$ cat config.mk
export PLATFORM = sky130hd
export DESIGN_NAME = pdt_protection_timers
export DESIGN_NICKNAME = d
export VERILOG_FILES = /design/src/pdt_pkg.sv /design/src/pdt_timer_if.sv /design/src/pdt_qual_timer.sv /design/src/pdt_protection_timers.sv
export SDC_FILE = /design/constraint.sdc
export NUM_CORES = 1
export LEC_CHECK = 0
export ABC_AREA = 1
export BUFFER_PORTS_ARGS = -buffer_cell sky130_fd_sc_hd__buf_2
export CORE_MARGIN = 1
export CORE_UTILIZATION = 55
export DETAILED_ROUTE_END_ITERATION = 10
export PLACE_DENSITY = 0.73
export SLEW_MARGIN = 20
export SYNTH_ARGS = -nofsm -noshare
export SYNTH_HDL_FRONTEND = slang
export SYNTH_HIERARCHICAL = 1
export SYNTH_SLANG_ARGS = --single-unit
export TNS_END_PERCENT = 50
$ cat constraint.sdc
create_clock -name clock -period 6.25 [get_ports clock]
set_clock_uncertainty 0.15 [all_clocks]
set_input_delay 0 -clock clock [delete_from_list [all_inputs] [get_ports clock]]
set_output_delay 0 -clock clock [all_outputs]
set_load 0.05 [all_outputs]
$ cat src/pdt_pkg.sv
package pdt_pkg;

  // ****************************************
  // Register map
  // ****************************************
  localparam int ADDR_W = 8;
  localparam int DATA_W = 8;
  localparam int NUM_REGS = 8;
  localparam int IDX_W = 3;
  localparam logic [ADDR_W-1:0] ADDR_OV_LO = 8'h10;
  localparam logic [ADDR_W-1:0] ADDR_OV_HI = 8'h11;
  localparam logic [ADDR_W-1:0] ADDR_UV_LO = 8'h12;
  localparam logic [ADDR_W-1:0] ADDR_UV_HI = 8'h13;
  localparam logic [ADDR_W-1:0] ADDR_OW_LO = 8'h14;
  localparam logic [ADDR_W-1:0] ADDR_OW_HI = 8'h15;
  localparam logic [ADDR_W-1:0] ADDR_DOC_LO = 8'h16;
  localparam logic [ADDR_W-1:0] ADDR_DOC_HI = 8'h17;
  localparam logic [IDX_W-1:0] IDX_OV_LO = 3'h0;
  localparam logic [IDX_W-1:0] IDX_OV_HI = 3'h1;
  localparam logic [IDX_W-1:0] IDX_UV_LO = 3'h2;
  localparam logic [IDX_W-1:0] IDX_UV_HI = 3'h3;
  localparam logic [IDX_W-1:0] IDX_OW_LO = 3'h4;
  localparam logic [IDX_W-1:0] IDX_OW_HI = 3'h5;
  localparam logic [IDX_W-1:0] IDX_DOC_LO = 3'h6;
  localparam logic [IDX_W-1:0] IDX_DOC_HI = 3'h7;

  // ****************************************
  // Reset values, index 7 first
  // ****************************************
  localparam logic [NUM_REGS-1:0][DATA_W-1:0] REG_RESET = {
    8'h44, 8'hA0, 8'h02, 8'h14, 8'h08, 8'h01, 8'h08, 8'h01};

  // Writable bits; all others read back as zero
  localparam logic [DATA_W-1:0] MASK_FULL = 8'hFF;
  localparam logic [DATA_W-1:0] MASK_TIMER_HI = 8'h0F;
  localparam logic [DATA_W-1:0] MASK_OW_HI = 8'h03;
  localparam logic [DATA_W-1:0] MASK_DOC_HI = 8'h7F;

  // ****************************************
  // Field positions
  // ****************************************
  localparam int CNT_HI_MSB = 1;
  localparam int CNT_HI_LSB = 0;
  localparam int UNIT_MSB = 3;
  localparam int UNIT_LSB = 2;
  localparam int THR_MSB = 6;
  localparam int THR_LSB = 4;
  localparam int OW_HI_BIT = 0;
  localparam int OW_UNIT_BIT = 1;

  typedef enum logic [1:0] {
    UNIT_US = 2'h0,
    UNIT_MS = 2'h1,
    UNIT_S = 2'h2,
    UNIT_MIN = 2'h3
  } pdt_unit_t;

  typedef enum logic [1:0] {
    OW_IDLE = 2'h1,
    OW_PULSE = 2'h2
  } pdt_ow_state_t;

  // ****************************************
  // Time base
  // ****************************************
  localparam int CLK_PERIOD_NS = 20;
  localparam int US_NS = 1000;
  localparam int CYC_PER_US = (US_NS + CLK_PERIOD_NS - 1) / CLK_PERIOD_NS;
  localparam int US_PER_MS = 1000;
  localparam int MS_PER_S = 1000;
  localparam int S_PER_MIN = 60;
  localparam logic [5:0] US_LAST = 6'(CYC_PER_US - 1);
  localparam logic [9:0] MS_LAST = 10'(US_PER_MS - 1);
  localparam logic [9:0] S_LAST = 10'(MS_PER_S - 1);
  localparam logic [5:0] MIN_LAST = 6'(S_PER_MIN - 1);
  localparam int NUM_UNITS = 4;

  // Discharge overcurrent threshold in millivolts
  function automatic logic [7:0] pdt_thr_mv(input logic [2:0] sel);
    unique case (sel)
      3'h0: pdt_thr_mv = 8'h04;
      3'h1: pdt_thr_mv = 8'h08;
      3'h2: pdt_thr_mv = 8'h10;
      3'h3: pdt_thr_mv = 8'h18;
      3'h4: pdt_thr_mv = 8'h20;
      3'h5: pdt_thr_mv = 8'h30;
      3'h6: pdt_thr_mv = 8'h40;
      3'h7: pdt_thr_mv = 8'h60;
    endcase
  endfunction

  function automatic logic [9:0] pdt_count10(input logic [7:0] lo,
                                             input logic [7:0] hi);
    pdt_count10 = {hi[CNT_HI_MSB:CNT_HI_LSB], lo};
  endfunction

endpackage

$ cat src/pdt_timer_if.sv
`timescale 1ns/10ps
interface pdt_timer_if;
  logic cond;
  logic [1:0] unitSel;
  logic [9:0] limit;
  logic [3:0] tick;
  logic expired;
  modport ctrl(output cond, output unitSel, output limit, output tick,
               input expired);
  modport timer(input cond, input unitSel, input limit, input tick,
                output expired);
endinterface

$ cat src/pdt_qual_timer.sv
`timescale 1ns/10ps
module pdt_qual_timer
  import pdt_pkg::*;
#(
  parameter bit STRICT = 1'b0
) (
  input wire logic clock,
  input wire logic nrst,
  pdt_timer_if.timer tif
);

  typedef struct packed {
    logic [10:0] elapsed;
    logic expired;
  } pdt_qt_t;

  localparam logic [10:0] ELAPSED_MAX = 11'h7FF;

  pdt_qt_t st_reg;
  pdt_qt_t st_next;
  logic reached;

  always_comb begin
    st_next = st_reg;
    reached = 1'b0;
    if (!tif.cond) begin
      // Interrupted condition starts over
      st_next.elapsed = 11'h000;
      st_next.expired = 1'b0;
    end else begin
      if (STRICT) begin
        reached = st_reg.elapsed > {1'b0, tif.limit};
      end else begin
        reached = st_reg.elapsed >= {1'b0, tif.limit};
      end
      if (tif.tick[tif.unitSel] && st_reg.elapsed != ELAPSED_MAX) begin
        st_next.elapsed = st_reg.elapsed + 11'h001;
      end
      st_next.expired = reached;
    end
  end

  always_ff @(posedge clock or negedge nrst) begin
    if (!nrst) begin
      st_reg <= '0;
    end else begin
      st_reg <= st_next;
    end
  end

  assign tif.expired = st_reg.expired;

  expire_clear_a: assert property (
    @(posedge clock) disable iff (!nrst)
    !tif.cond |=> !tif.expired)
    else $error("timer expiry kept after condition dropped");

  expire_cause_a: assert property (
    @(posedge clock) disable iff (!nrst)
    $rose(tif.expired) |-> $past(tif.cond) && $past(reached))
    else $error("timer expired without qualified condition");

endmodule

$ cat src/pdt_protection_timers.sv
`timescale 1ns/10ps
module pdt_protection_timers
  import pdt_pkg::*;
(
  input wire logic clock,
  input wire logic nrst,
  input wire logic [ADDR_W-1:0] regAddr,
  input wire logic [DATA_W-1:0] regWrData,
  input wire logic regWrEn,
  input wire logic regRdEn,
  output logic [DATA_W-1:0] regRdData,
  input wire logic cellOverThreshold,
  input wire logic cellUnderThreshold,
  input wire logic [7:0] dischargeSenseMv,
  input wire logic hostSwitchControl,
  input wire logic chargeSwitchReq,
  input wire logic dischargeSwitchReq,
  input wire logic dischargeFaultClear,
  input wire logic loadPresentClear,
  input wire logic openWireStart,
  output logic cellOvFlag,
  output logic cellUvFlag,
  output logic dischargeOvercurrentFault,
  output logic loadPresentFlag,
  output logic chargeSwitchEnable,
  output logic dischargeSwitchEnable,
  output logic openWirePulse
);

  // ****************************************
  // State
  // ****************************************
  typedef struct packed {
    logic [NUM_REGS-1:0][DATA_W-1:0] regs;
    logic [5:0] usCnt;
    logic [9:0] msCnt;
    logic [9:0] sCnt;
    logic [5:0] minCnt;
    logic [NUM_UNITS-1:0] tick;
    pdt_ow_state_t owState;
    logic [8:0] owElapsed;
    logic [DATA_W-1:0] rdData;
    logic ovFlag;
    logic uvFlag;
    logic docFault;
    logic loadPresent;
    logic chgEn;
    logic dchEn;
    logic owPulse;
  } pdt_main_t;

  pdt_main_t st_reg;
  pdt_main_t st_next;

  pdt_timer_if ovIf();
  pdt_timer_if uvIf();
  pdt_timer_if docIf();

  // ****************************************
  // Decoding helpers
  // ****************************************
  function automatic logic regHit(input logic [ADDR_W-1:0] a);
    regHit = (a >= ADDR_OV_LO) && (a <= ADDR_DOC_HI);
  endfunction

  function automatic logic [IDX_W-1:0] regIdx(input logic [ADDR_W-1:0] a);
    regIdx = IDX_W'(a - ADDR_OV_LO);
  endfunction

  function automatic logic [DATA_W-1:0] wrMask(input logic [IDX_W-1:0] i);
    unique case (i)
      IDX_OV_HI, IDX_UV_HI: wrMask = MASK_TIMER_HI;
      IDX_OW_HI: wrMask = MASK_OW_HI;
      IDX_DOC_HI: wrMask = MASK_DOC_HI;
      default: wrMask = MASK_FULL;
    endcase
  endfunction

  // ****************************************
  // Field views
  // ****************************************
  logic [9:0] ovLimit;
  logic [9:0] uvLimit;
  logic [9:0] docLimit;
  logic [8:0] owCount;
  logic owUnit;
  logic [2:0] docSel;
  logic docCond;

  always_comb begin
    ovLimit = pdt_count10(st_reg.regs[IDX_OV_LO],
                          st_reg.regs[IDX_OV_HI]);
    uvLimit = pdt_count10(st_reg.regs[IDX_UV_LO],
                          st_reg.regs[IDX_UV_HI]);
    docLimit = pdt_count10(st_reg.regs[IDX_DOC_LO],
                           st_reg.regs[IDX_DOC_HI]);
    owCount = {st_reg.regs[IDX_OW_HI][OW_HI_BIT],
               st_reg.regs[IDX_OW_LO]};
    owUnit = st_reg.regs[IDX_OW_HI][OW_UNIT_BIT];
    docSel = st_reg.regs[IDX_DOC_HI][THR_MSB:THR_LSB];
    docCond = dischargeSenseMv > pdt_thr_mv(docSel);
  end

  // ****************************************
  // Qualification timers
  // ****************************************
  assign ovIf.cond = cellOverThreshold;
  assign ovIf.unitSel = st_reg.regs[IDX_OV_HI][UNIT_MSB:UNIT_LSB];
  assign ovIf.limit = ovLimit;
  assign ovIf.tick = st_reg.tick;
  assign uvIf.cond = cellUnderThreshold;
  assign uvIf.unitSel = st_reg.regs[IDX_UV_HI][UNIT_MSB:UNIT_LSB];
  assign uvIf.limit = uvLimit;
  assign uvIf.tick = st_reg.tick;
  assign docIf.cond = docCond;
  assign docIf.unitSel = st_reg.regs[IDX_DOC_HI][UNIT_MSB:UNIT_LSB];
  assign docIf.limit = docLimit;
  assign docIf.tick = st_reg.tick;

  // Over and under voltage need "at least"; overcurrent needs "exceeded"
  pdt_qual_timer #(.STRICT(1'b0)) ovTimer (
    .clock(clock),
    .nrst(nrst),
    .tif(ovIf.timer)
  );

  pdt_qual_timer #(.STRICT(1'b0)) uvTimer (
    .clock(clock),
    .nrst(nrst),
    .tif(uvIf.timer)
  );

  pdt_qual_timer #(.STRICT(1'b1)) docTimer (
    .clock(clock),
    .nrst(nrst),
    .tif(docIf.timer)
  );

  // ****************************************
  // Next state
  // ****************************************
  logic usWrap;
  logic msWrap;
  logic sWrap;
  logic minWrap;
  logic faultNow;

  always_comb begin
    st_next = st_reg;
    usWrap = st_reg.usCnt == US_LAST;
    msWrap = usWrap && st_reg.msCnt == MS_LAST;
    sWrap = msWrap && st_reg.sCnt == S_LAST;
    minWrap = sWrap && st_reg.minCnt == MIN_LAST;
    faultNow = 1'b0;

    // Unit ticks are one-cycle enables; phase is free running, so a
    // delay may run up to one unit short of count times unit
    st_next.usCnt = usWrap ? 6'h00 : st_reg.usCnt + 6'h01;
    if (usWrap) begin
      st_next.msCnt = msWrap ? 10'h000 : st_reg.msCnt + 10'h001;
    end
    if (msWrap) begin
      st_next.sCnt = sWrap ? 10'h000 : st_reg.sCnt + 10'h001;
    end
    if (sWrap) begin
      st_next.minCnt = minWrap ? 6'h00 : st_reg.minCnt + 6'h01;
    end
    st_next.tick = {minWrap, sWrap, msWrap, usWrap};

    // Reserved bits are dropped on write and read as zero
    if (regWrEn && regHit(regAddr)) begin
      st_next.regs[regIdx(regAddr)] =
        regWrData & wrMask(regIdx(regAddr));
    end
    if (regRdEn) begin
      st_next.rdData = regHit(regAddr) ? st_reg.regs[regIdx(regAddr)]
                                       : '0;
    end

    st_next.ovFlag = ovIf.expired;
    st_next.uvFlag = uvIf.expired;

    // Set wins over clear for both sticky flags
    if (dischargeFaultClear) begin
      st_next.docFault = 1'b0;
    end
    if (loadPresentClear) begin
      st_next.loadPresent = 1'b0;
    end
    if (docIf.expired) begin
      st_next.docFault = 1'b1;
      st_next.loadPresent = 1'b1;
    end
    faultNow = st_next.docFault;

    if (hostSwitchControl) begin
      // Host owns switch shutdown through its request bits
      st_next.chgEn = chargeSwitchReq;
      st_next.dchEn = dischargeSwitchReq;
    end else begin
      st_next.chgEn = chargeSwitchReq && !faultNow;
      st_next.dchEn = dischargeSwitchReq && !faultNow;
    end

    // Open-wire pulse; a zero count gives no pulse at all
    unique case (st_reg.owState)
      OW_IDLE: begin
        if (openWireStart && owCount != 9'h000) begin
          st_next.owState = OW_PULSE;
          st_next.owElapsed = 9'h000;
          st_next.owPulse = 1'b1;
        end
      end
      OW_PULSE: begin
        if (st_reg.tick[{1'b0, owUnit}]) begin
          st_next.owElapsed = st_reg.owElapsed + 9'h001;
          if (st_reg.owElapsed + 9'h001 >= owCount) begin
            st_next.owState = OW_IDLE;
            st_next.owPulse = 1'b0;
          end
        end
      end
    endcase
  end

  always_ff @(posedge clock or negedge nrst) begin
    if (!nrst) begin
      st_reg <= '0;
      st_reg.regs <= REG_RESET;
      st_reg.owState <= OW_IDLE;
    end else begin
      st_reg <= st_next;
    end
  end

  // ****************************************
  // Outputs
  // ****************************************
  assign regRdData = st_reg.rdData;
  assign cellOvFlag = st_reg.ovFlag;
  assign cellUvFlag = st_reg.uvFlag;
  assign dischargeOvercurrentFault = st_reg.docFault;
  assign loadPresentFlag = st_reg.loadPresent;
  assign chargeSwitchEnable = st_reg.chgEn;
  assign dischargeSwitchEnable = st_reg.dchEn;
  assign openWirePulse = st_reg.owPulse;

  // ****************************************
  // Checks
  // ****************************************
  doc_flags_a: assert property (
    @(posedge clock) disable iff (!nrst)
    $rose(dischargeOvercurrentFault) |-> loadPresentFlag)
    else $error("fault set without load present flag");

  auto_off_a: assert property (
    @(posedge clock) disable iff (!nrst)
    $rose(dischargeOvercurrentFault) && !$past(hostSwitchControl)
      |-> !chargeSwitchEnable && !dischargeSwitchEnable)
    else $error("switches left on after automatic shutdown");

  doc_cause_a: assert property (
    @(posedge clock) disable iff (!nrst)
    $rose(dischargeOvercurrentFault) |-> $past(docCond, 2))
    else $error("fault without sustained overcurrent");

  ow_start_a: assert property (
    @(posedge clock) disable iff (!nrst)
    $rose(openWirePulse) |-> $past(openWireStart) && $past(owCount) != 0)
    else $error("open-wire pulse without start");

  us_tick_a: assert property (
    @(posedge clock) disable iff (!nrst)
    st_reg.tick[0] |=> !st_reg.tick[0] [*8])
    else $error("microsecond enable too frequent");

  ow_reserved_a: assert property (
    @(posedge clock) disable iff (!nrst)
    regRdEn && regAddr == ADDR_OW_HI |=> regRdData[7:2] == 6'h00)
    else $error("reserved bits read nonzero");

  doc_set_a: assert property (
    @(posedge clock) disable iff (!nrst)
    docIf.expired |=> dischargeOvercurrentFault && loadPresentFlag)
    else $error("expiry did not set both flags");

  off_hold_a: assert property (
    @(posedge clock) disable iff (!nrst)
    dischargeOvercurrentFault && !$past(hostSwitchControl)
      |-> !chargeSwitchEnable && !dischargeSwitchEnable)
    else $error("switches on during automatic shutdown");

  host_follow_a: assert property (
    @(posedge clock) disable iff (!nrst)
    hostSwitchControl |=> chargeSwitchEnable == $past(chargeSwitchReq)
      && dischargeSwitchEnable == $past(dischargeSwitchReq))
    else $error("switch enables ignore host requests");

  doc_reserved_a: assert property (
    @(posedge clock) disable iff (!nrst)
    (st_reg.regs[IDX_DOC_HI] & ~MASK_DOC_HI) == 8'h00)
    else $error("reserved threshold bit stored");

  doc_seen_c: cover property (
    @(posedge clock) disable iff (!nrst)
    $rose(dischargeOvercurrentFault));

  ow_pulse_c: cover property (
    @(posedge clock) disable iff (!nrst)
    $fell(openWirePulse));

  ov_seen_c: cover property (
    @(posedge clock) disable iff (!nrst)
    $rose(cellOvFlag));

  uv_seen_c: cover property (
    @(posedge clock) disable iff (!nrst)
    $rose(cellUvFlag));

  host_off_c: cover property (
    @(posedge clock) disable iff (!nrst)
    dischargeOvercurrentFault && hostSwitchControl && !chargeSwitchEnable);

endmodule

==> results of run 1 <==
==> cells by family (layout without fill, tap and decap cells) <==
| group | count (synthesis) | count (layout) | synth area share |
|---|---|---|---|
| AND/OR/NAND/NOR | 730 | 730 | 0.323 |
| buffers and inverters | 234 | 326 | 0.0996 |
| flip-flops | 161 | 161 | 0.411 |
| AO/OA/AOI/OAI | 141 | 141 | 0.0779 |
| adder cells (fa/ha/maj) | 53 | 53 | 0.0673 |
| XOR/XNOR | 24 | 24 | 0.0213 |
==> Yosys cell counts, types with 12 or more instances <==
cell type	number
sky130_fd_sc_hd__nor3_1	13
sky130_fd_sc_hd__dfrtp_1	149
sky130_fd_sc_hd__o21ai_0	66
sky130_fd_sc_hd__nor2_1	122
sky130_fd_sc_hd__nand4_1	18
sky130_fd_sc_hd__nand2_1	438
sky130_fd_sc_hd__a21oi_1	22
sky130_fd_sc_hd__o21ai_1	35
sky130_fd_sc_hd__o21ai_2	13
sky130_fd_sc_hd__nand3_1	88
sky130_fd_sc_hd__ha_1	53
sky130_fd_sc_hd__xor2_1	19
sky130_fd_sc_hd__inv_1	199
sky130_fd_sc_hd__dfstp_2	12
==> worst paths after layout <==
check                                                  endpoint  cells past startpoint
worst min-delay path             docTimer/st_reg[5]$_DFFE_PN0P_                      6
worst max-delay path                   regRdData[7]$_DFFE_PN0P_                     10
max in group asynchronous                st_reg[49]$_DFFE_PN0P_                      3
worst max register to register  docTimer/st_reg[10]$_DFFE_PN0P_                     13
worst min register to register             cellOvFlag$_DFF_PN0_                      0
min in group asynchronous        docTimer/st_reg[9]$_DFFE_PN0P_                      2
==> per-layer routing <==
| layer | vias up | part of all wire |
|---|---|---|
| met5 | - | 0 |
| met4 | 0 | 0.014 |
| met3 | 26 | 0.051 |
| met2 | 196 | 0.47 |
| met1 | 3909 | 0.47 |
| li1 | 4354 | - |
==> critical path: cells and delay by family <==
family	cells	cell delay (ns)
buffers and inverters	5	2.35
AND/OR/NAND/NOR	5	0.98
==> timing repair <==
| item | 4_1_cts | 5_1_grt |
|---|---|---|
| hold buffers | 36 | 0 |
| endpoints found under the hold margin | 212 | 0 |
| setup buffers | 0 | 0 |
==> power by group through the flow <==
stage / sequential [mW] / clock, mW / combinational, mW
5_1_grt: 1.17 / 1.20 / 0.494
3_3_place_gp: 1.18 / 0 / 0.401
6_report: 1.16 / 1.13 / 0.433
3_5_place_dp: 1.18 / 0 / 0.414
4_1_cts: 1.16 / 1.15 / 0.434
2_1_floorplan: 1.20 / 0 / 0.267
==> area by class of cell <==
cell class,instances,share of cell area
Multi-Input combinational cell,948,0.431
Sequential cell,161,0.361
Inverter,205,0.0689
Timing Repair Buffer,89,0.0573
Clock buffer,20,0.0408
Tap cell,225,0.0251
Clock inverter,12,0.0161
==> impl_metrics.tcl, run 1 <==
set metrics [dict create \
    run_status "completed" \
    cpPeakStageDelay_ns 0.60 \
    preCtsSetupSlack_ns 3.84 \
    synth_edf_count 0 \
    port_buffers 50 \
    multiInputGateArea_um2 4820 \
    cts_made_buffers 17 \
    rsz0062_at_grt "no" \
    via_density_per_instance 5.11 \
    grt-busiest-layer "met2" \
    number_of_antenna_violating_nets_in_the_routed_design 0 \
    place_hpwl_mm 15.2 \
    combinationalPowerShare 0.159 \
    slowest_stage "sky130_fd_sc_hd__dlygate4sd3_1" \
    end_kind "flop" \
    hold_path_class "in -> reg" \
    final_max_slew_viol_count 0 \
    global_routing_usage_on_met1 0.350 \
    final-setup-viol-count 0 \
    report.power.total_mw 2.73 \
    leakage_nw 5.78 \
    final_nets 1511 \
    hold_ws_ns 0.0870 \
    worstPathMaxFanout 8 \
    global_route.usage.met2 0.414 \
    max-vdd-ir-drop_mv 0.278 \
    cts_max_level 4 \
    crit_arrival_ns 3.33 \
    final_layout_size_suffix_gt1_frac 0.108 \
    chipHeight_um 136 \
    layout.cells.most_common_list "438 x sky130_fd_sc_hd__nand2_1, 199 x sky130_fd_sc_hd__inv_1, 149 x sky130_fd_sc_hd__dfrtp_1" \
    crit_chain "dlygate4sd3_1 -> buf_2 -> nor3_2 -> dlygate4sd3_1 -> nand3_2 -> dlygate4sd3_1 -> nor2_1 -> nand3_1 -> nand2_1 -> dlygate4sd3_1" \
    synthesis.instances 1343 \
    final.setup.worst_slack_ns 3.14 \
    timing.critical_path.required_ns 6.47 \
    placed_cells 1592 \
    timing.reg2reg.setup_slack_ns 3.82 \
    grtUsageMet3 0.0433 \
    pwr-share-clk 0.414 \
    minimum_clock_period_after_layout_ns 3.11 \
    critPathLaunch "regAddr[6]" \
    effective_utilization_at_floorplan 0.566 \
    top_cells_by_area_in_the_synthesized_netlist "sky130_fd_sc_hd__dfrtp_1 38%, sky130_fd_sc_hd__nand2_1 17%, sky130_fd_sc_hd__inv_1 7.6%" \
    synth_top_cell_by_area "sky130_fd_sc_hd__dfrtp_1" \
    detailedRoute.firstIterationViolations 610 \
    core-area_um2 17400 \
    cpMostUsedCell "sky130_fd_sc_hd__dlygate4sd3_1" \
    synthesis.yosys.warnings 6 \
    drc 0 \
    routedWlPerCell_um 13.3 \
    synthesis.nets 1432 \
    setup-tns-final_ns 0 \
    drt_pass1_iterations 5 \
    netlist-cell-type-count 36 \
    slew_headroom 0.402 \
    synth.top_cell.area_share 0.379 \
    final.fill_count 1483 \
    grt_pass1_wl_mm 36.9 \
    antenna-diode-count 0 \
    overflow 0 \
    min-delay-start "dischargeSenseMv[0]" \
    maximum_operating_frequency_mhz 321 \
    worst_skew_pair.late_latency_ns 0.43 \
    area_delta_synth_final_pct 13.7 \
    register_clock_pin_slew_on_the_reported_worst_setup_and_hold_paths_ns 0.06 \
    power_frac_seq 0.427 \
    final-seq-area_um2 4040 \
    largest_register_ffs 70 \
    tightestPinTransition_ns 0.897 \
    num_rows 48 \
    grt_pass1_vias 7700 \
    grt_max_degree 114 \
    critPathLaunchType "input pin" \
    switching_share 0.283 \
    power.internal_mw 1.95 \
    synth_area_per_cell_um2 7.33 \
    flops_latches_synth 161 \
    mostFrequentLayoutCell "sky130_fd_sc_hd__nand2_1" \
    clock_tree.buffer_depth 2 \
    ys_seq_area_frac 0.411 \
    power-per-cell-area_nw_per_um2 243 \
    layout_worst_path_cycle_share 0.498 \
    post_dp_cell_area_um2 10200 \
    finalCoreUtilization 0.643 \
    post_layout_cell_count 1660 \
    wirelength_mm 22.1 \
    setup_cp_type "in -> reg" \
    ioPinCount 51 \
    regToRegStartpoint "docSel[2]$_DFFE_PN1P_" \
    async_flop_share 1.00 \
    clock_tree_from_tritoncts "done" \
    number_of_antenna_violations_at_the_first_check_in_global_routing 0 \
    synth_flop_cell "sky130_fd_sc_hd__dfrtp_1" \
    grt_usage 0.255 \
    gp_congestion 0.843 \
    die_area_um2 18400 \
    cts-resized-gates 0 \
    die-width_um 136 \
    net-switching-power_mw 0.771 \
    hold_viol_final 0 \
    synthesis.area_um2 9850 \
    clockRootBuffer "sky130_fd_sc_hd__clkbuf_16" \
    count_of_max_cap_constraint_violations 0 \
    final_non_filler_cell_area_um2 11200 \
    routed-via-count 8485 \
    numClockSinks 161 \
]
Power figures use the tool's default switching activity.
==> inputs of run 2 (changes only) <==
Settings changed: ABC_AREA 1 to 0, PLACE_DENSITY 0.73 to 0.76.
Clock period 6.25 ns to 2.6 ns, I/O delays scaled along.
==> run 2 against run 1 <==
Effect of this change: register-to-register slack worse by 3.7 ns; sequential cell count stayed put; final area is 11% lower; critical path type is now reg -> reg; core utilization is 0.73 points higher; die area is 12% lower; sequential share of layout area is 4.5 points higher; cell count is 35% lower; power is 100% higher; first-iteration DRC count is 50% lower; area after synthesis is 12% lower; via count is 26% lower.
==> impl_metrics.tcl, run 2 <==
set metrics [dict create \
    routedWlPerCell_um 17.8 \
    power-per-cell-area_nw_per_um2 557 \
    slew_headroom 0.543 \
    number_of_antenna_violating_nets_in_the_routed_design 0 \
    final_nets 952 \
    synthesis.yosys.warnings 6 \
    synth.top_cell.area_share 0.430 \
    rsz0062_at_grt "no" \
    setup-tns-final_ns 0 \
    setup_cp_type "reg -> reg" \
    grt_max_degree 58 \
    clock_tree_from_tritoncts "done" \
    register_clock_pin_slew_on_the_reported_worst_setup_and_hold_paths_ns 0.06 \
    gp_congestion 0.862 \
    critPathLaunchType "flop" \
    chipHeight_um 128 \
    grt_usage 0.259 \
    preCtsSetupSlack_ns 0.170 \
    report.power.total_mw 5.54 \
    overflow 0 \
    flops_latches_synth 161 \
    core-area_um2 15300 \
    hold_path_class "in -> reg" \
    synthesis.nets 876 \
    drt_pass1_iterations 5 \
    ys_seq_area_frac 0.467 \
    routed-via-count 6266 \
    hold_viol_final 0 \
    synthesis.area_um2 8670 \
    top_cells_by_area_in_the_synthesized_netlist "sky130_fd_sc_hd__dfrtp_1 43%, sky130_fd_sc_hd__ha_1 7.7%, sky130_fd_sc_hd__mux2_2 6.4%" \
    grt_pass1_vias 6512 \
    count_of_max_cap_constraint_violations 0 \
    port_buffers 50 \
    number_of_antenna_violations_at_the_first_check_in_global_routing 0 \
    critPathLaunch "st_reg[57]$_DFF_PN0_" \
    timing.critical_path.required_ns 2.77 \
    largest_register_ffs 70 \
    run_status "completed" \
    leakage_nw 4.64 \
    worst_skew_pair.late_latency_ns 0.44 \
    detailedRoute.firstIterationViolations 306 \
    layout.cells.most_common_list "149 x sky130_fd_sc_hd__dfrtp_1, 53 x sky130_fd_sc_hd__inv_1, 52 x sky130_fd_sc_hd__ha_1" \
    min-delay-start "regAddr[1]" \
    end_kind "flop" \
    worstPathMaxFanout 4 \
    clockRootBuffer "sky130_fd_sc_hd__clkbuf_16" \
    minimum_clock_period_after_layout_ns 2.46 \
    via_density_per_instance 5.76 \
    final_layout_size_suffix_gt1_frac 0.209 \
    final-setup-viol-count 0 \
    antenna-diode-count 0 \
    yosys.cell_count.top_type "sky130_fd_sc_hd__dfrtp_1" \
    mostFrequentLayoutCell "sky130_fd_sc_hd__dfrtp_1" \
    final_max_slew_viol_count 0 \
    die_area_um2 16300 \
    regToRegStartpoint "st_reg[57]$_DFF_PN0_" \
    numClockSinks 161 \
    synth_area_per_cell_um2 11.0 \
    area_delta_synth_final_pct 14.9 \
    synth_flop_cell "sky130_fd_sc_hd__dfrtp_1" \
    final.setup.worst_slack_ns 0.138 \
    synthesis.instances 787 \
    crit_arrival_ns 2.63 \
    maximum_operating_frequency_mhz 406 \
    post_cts_setup_repair_buffer_count 0 \
    wirelength_mm 19.3 \
    effective_utilization_at_floorplan 0.566 \
    cts_max_level 4 \
    place_hpwl_mm 13.8 \
    layout_worst_path_cycle_share 0.947 \
    synth_edf_count 0 \
    netlist-cell-type-count 59 \
    async_flop_share 1.00 \
    die-width_um 128 \
    cts_made_buffers 17 \
    finalCoreUtilization 0.650 \
    clock_tree.buffer_depth 2 \
    max-vdd-ir-drop_mv 0.504 \
    tightestPinTransition_ns 0.676 \
    ioPinCount 51 \
    drc 0 \
    ys_top_cells_by_count "149 x sky130_fd_sc_hd__dfrtp_1, 53 x sky130_fd_sc_hd__ha_1, 53 x sky130_fd_sc_hd__inv_1" \
    num_rows 45 \
    synth_top_cell_by_area "sky130_fd_sc_hd__dfrtp_1" \
    grt_pass1_wl_mm 32.2 \
]
-- run 2: cell count changes in the layout (fill, tap and decap cells not counted), moves of 33 or more --
cell,delta
sky130_fd_sc_hd__inv_1,-146
sky130_fd_sc_hd__o21ai_1,-34
sky130_fd_sc_hd__mux2_2,+49
sky130_fd_sc_hd__nand2_1,-391
sky130_fd_sc_hd__nor2b_1,+35
sky130_fd_sc_hd__nor2_1,-95
sky130_fd_sc_hd__nand3_1,-62
sky130_fd_sc_hd__o21ai_0,-33
-- run 2: path summary, 6_finish.rpt --
check | end | slack [ns] | cells after the start
worst max-delay path | st_reg[31]$_DFFE_PN0P_ | 0.14 | 7
worst min-delay path | regRdData[1]$_DFFE_PN0P_ | 0.03 | 3
worst max register to register | st_reg[31]$_DFFE_PN0P_ | 0.14 | 7
worst min register to register | cellUvFlag$_DFF_PN0_ | 0.21 | 0
max in group asynchronous | st_reg[89]$_DFFE_PN1P_ | 1.32 | 4
min in group asynchronous | owUnit$_DFFE_PN1P_ | 0.52 | 3
-- run 2: cells by family (layout without fill, tap and decap cells) --
kind of cell / count (synthesis) / in the layout / synth area share
adder cells (fa/ha/maj): 53 / 53 / 0.0765
AO/OA/AOI/OAI: 122 / 122 / 0.0948
multiplexers: 76 / 76 / 0.117
flip-flops: 161 / 161 / 0.467
AND/OR/NAND/NOR: 245 / 245 / 0.156
XOR/XNOR: 46 / 46 / 0.0465
buffers and inverters: 84 / 173 / 0.0429
-- run 2: report_power, final --
part | switching [mW] | internal (mW)
combinational | 0.291 | 0.194
clock | 1.03 | 1.39
sequential | 0.0543 | 2.58
total | 1.38 | 4.16
-- run 2: critical path: stages (launching register included) --
cell and delay [ns]:
sky130_fd_sc_hd__dfrtp_1 0.41, sky130_fd_sc_hd__inv_1 0.07, sky130_fd_sc_hd__ha_1 0.18, sky130_fd_sc_hd__nand3b_4 0.09, sky130_fd_sc_hd__or4_4 0.51, sky130_fd_sc_hd__or3_1 0.44
sky130_fd_sc_hd__inv_1 0.15, sky130_fd_sc_hd__mux2_2 0.35
-- run 2: through the flow --
| stage | area (um^2) | hold slack [ns] | cells |
|---|---|---|---|
| 5_1_grt | 9960 | 0.0752 | 1087 |
| 3_3_place_gp | 9130 | -0.219 | 1031 |
| 2_1_floorplan | 8670 | -0.446 | 787 |
| 3_5_place_dp | 9130 | -0.215 | 1031 |
| 6_report | 9960 | 0.0324 | 1087 |
| 4_1_cts | 9960 | 0.0197 | 1087 |
-- run 2: area by class of cell --
| cell class | count | area (um^2) |
|---|---|---|
| clock inverter | 12 | 109 |
| sequential | 161 | 4040 |
| tap | 211 | 264 |
| timing repair buffer | 88 | 624 |
| clock buffer | 20 | 467 |
| multi-input combinational | 542 | 4250 |
| inverter | 53 | 199 |
| fill | 1176 | 5350 |
-- run 2: routing by layer --
layer  share of wire  wire length [um]  GRT usage
met5               0                 0          0
met4           0.026               504      0.104
met3           0.045               864     0.0519
met2            0.51              9780      0.437
met1            0.42              8160      0.328
-- run 2: what timing repair did --
| item | CTS | global route |
|---|---|---|
| endpoints found under the setup margin | 0 | 1 |
| hold endpoints to repair | 257 | 0 |
| hold buffers | 24 | 0 |
| resized for setup | 0 | 1 |
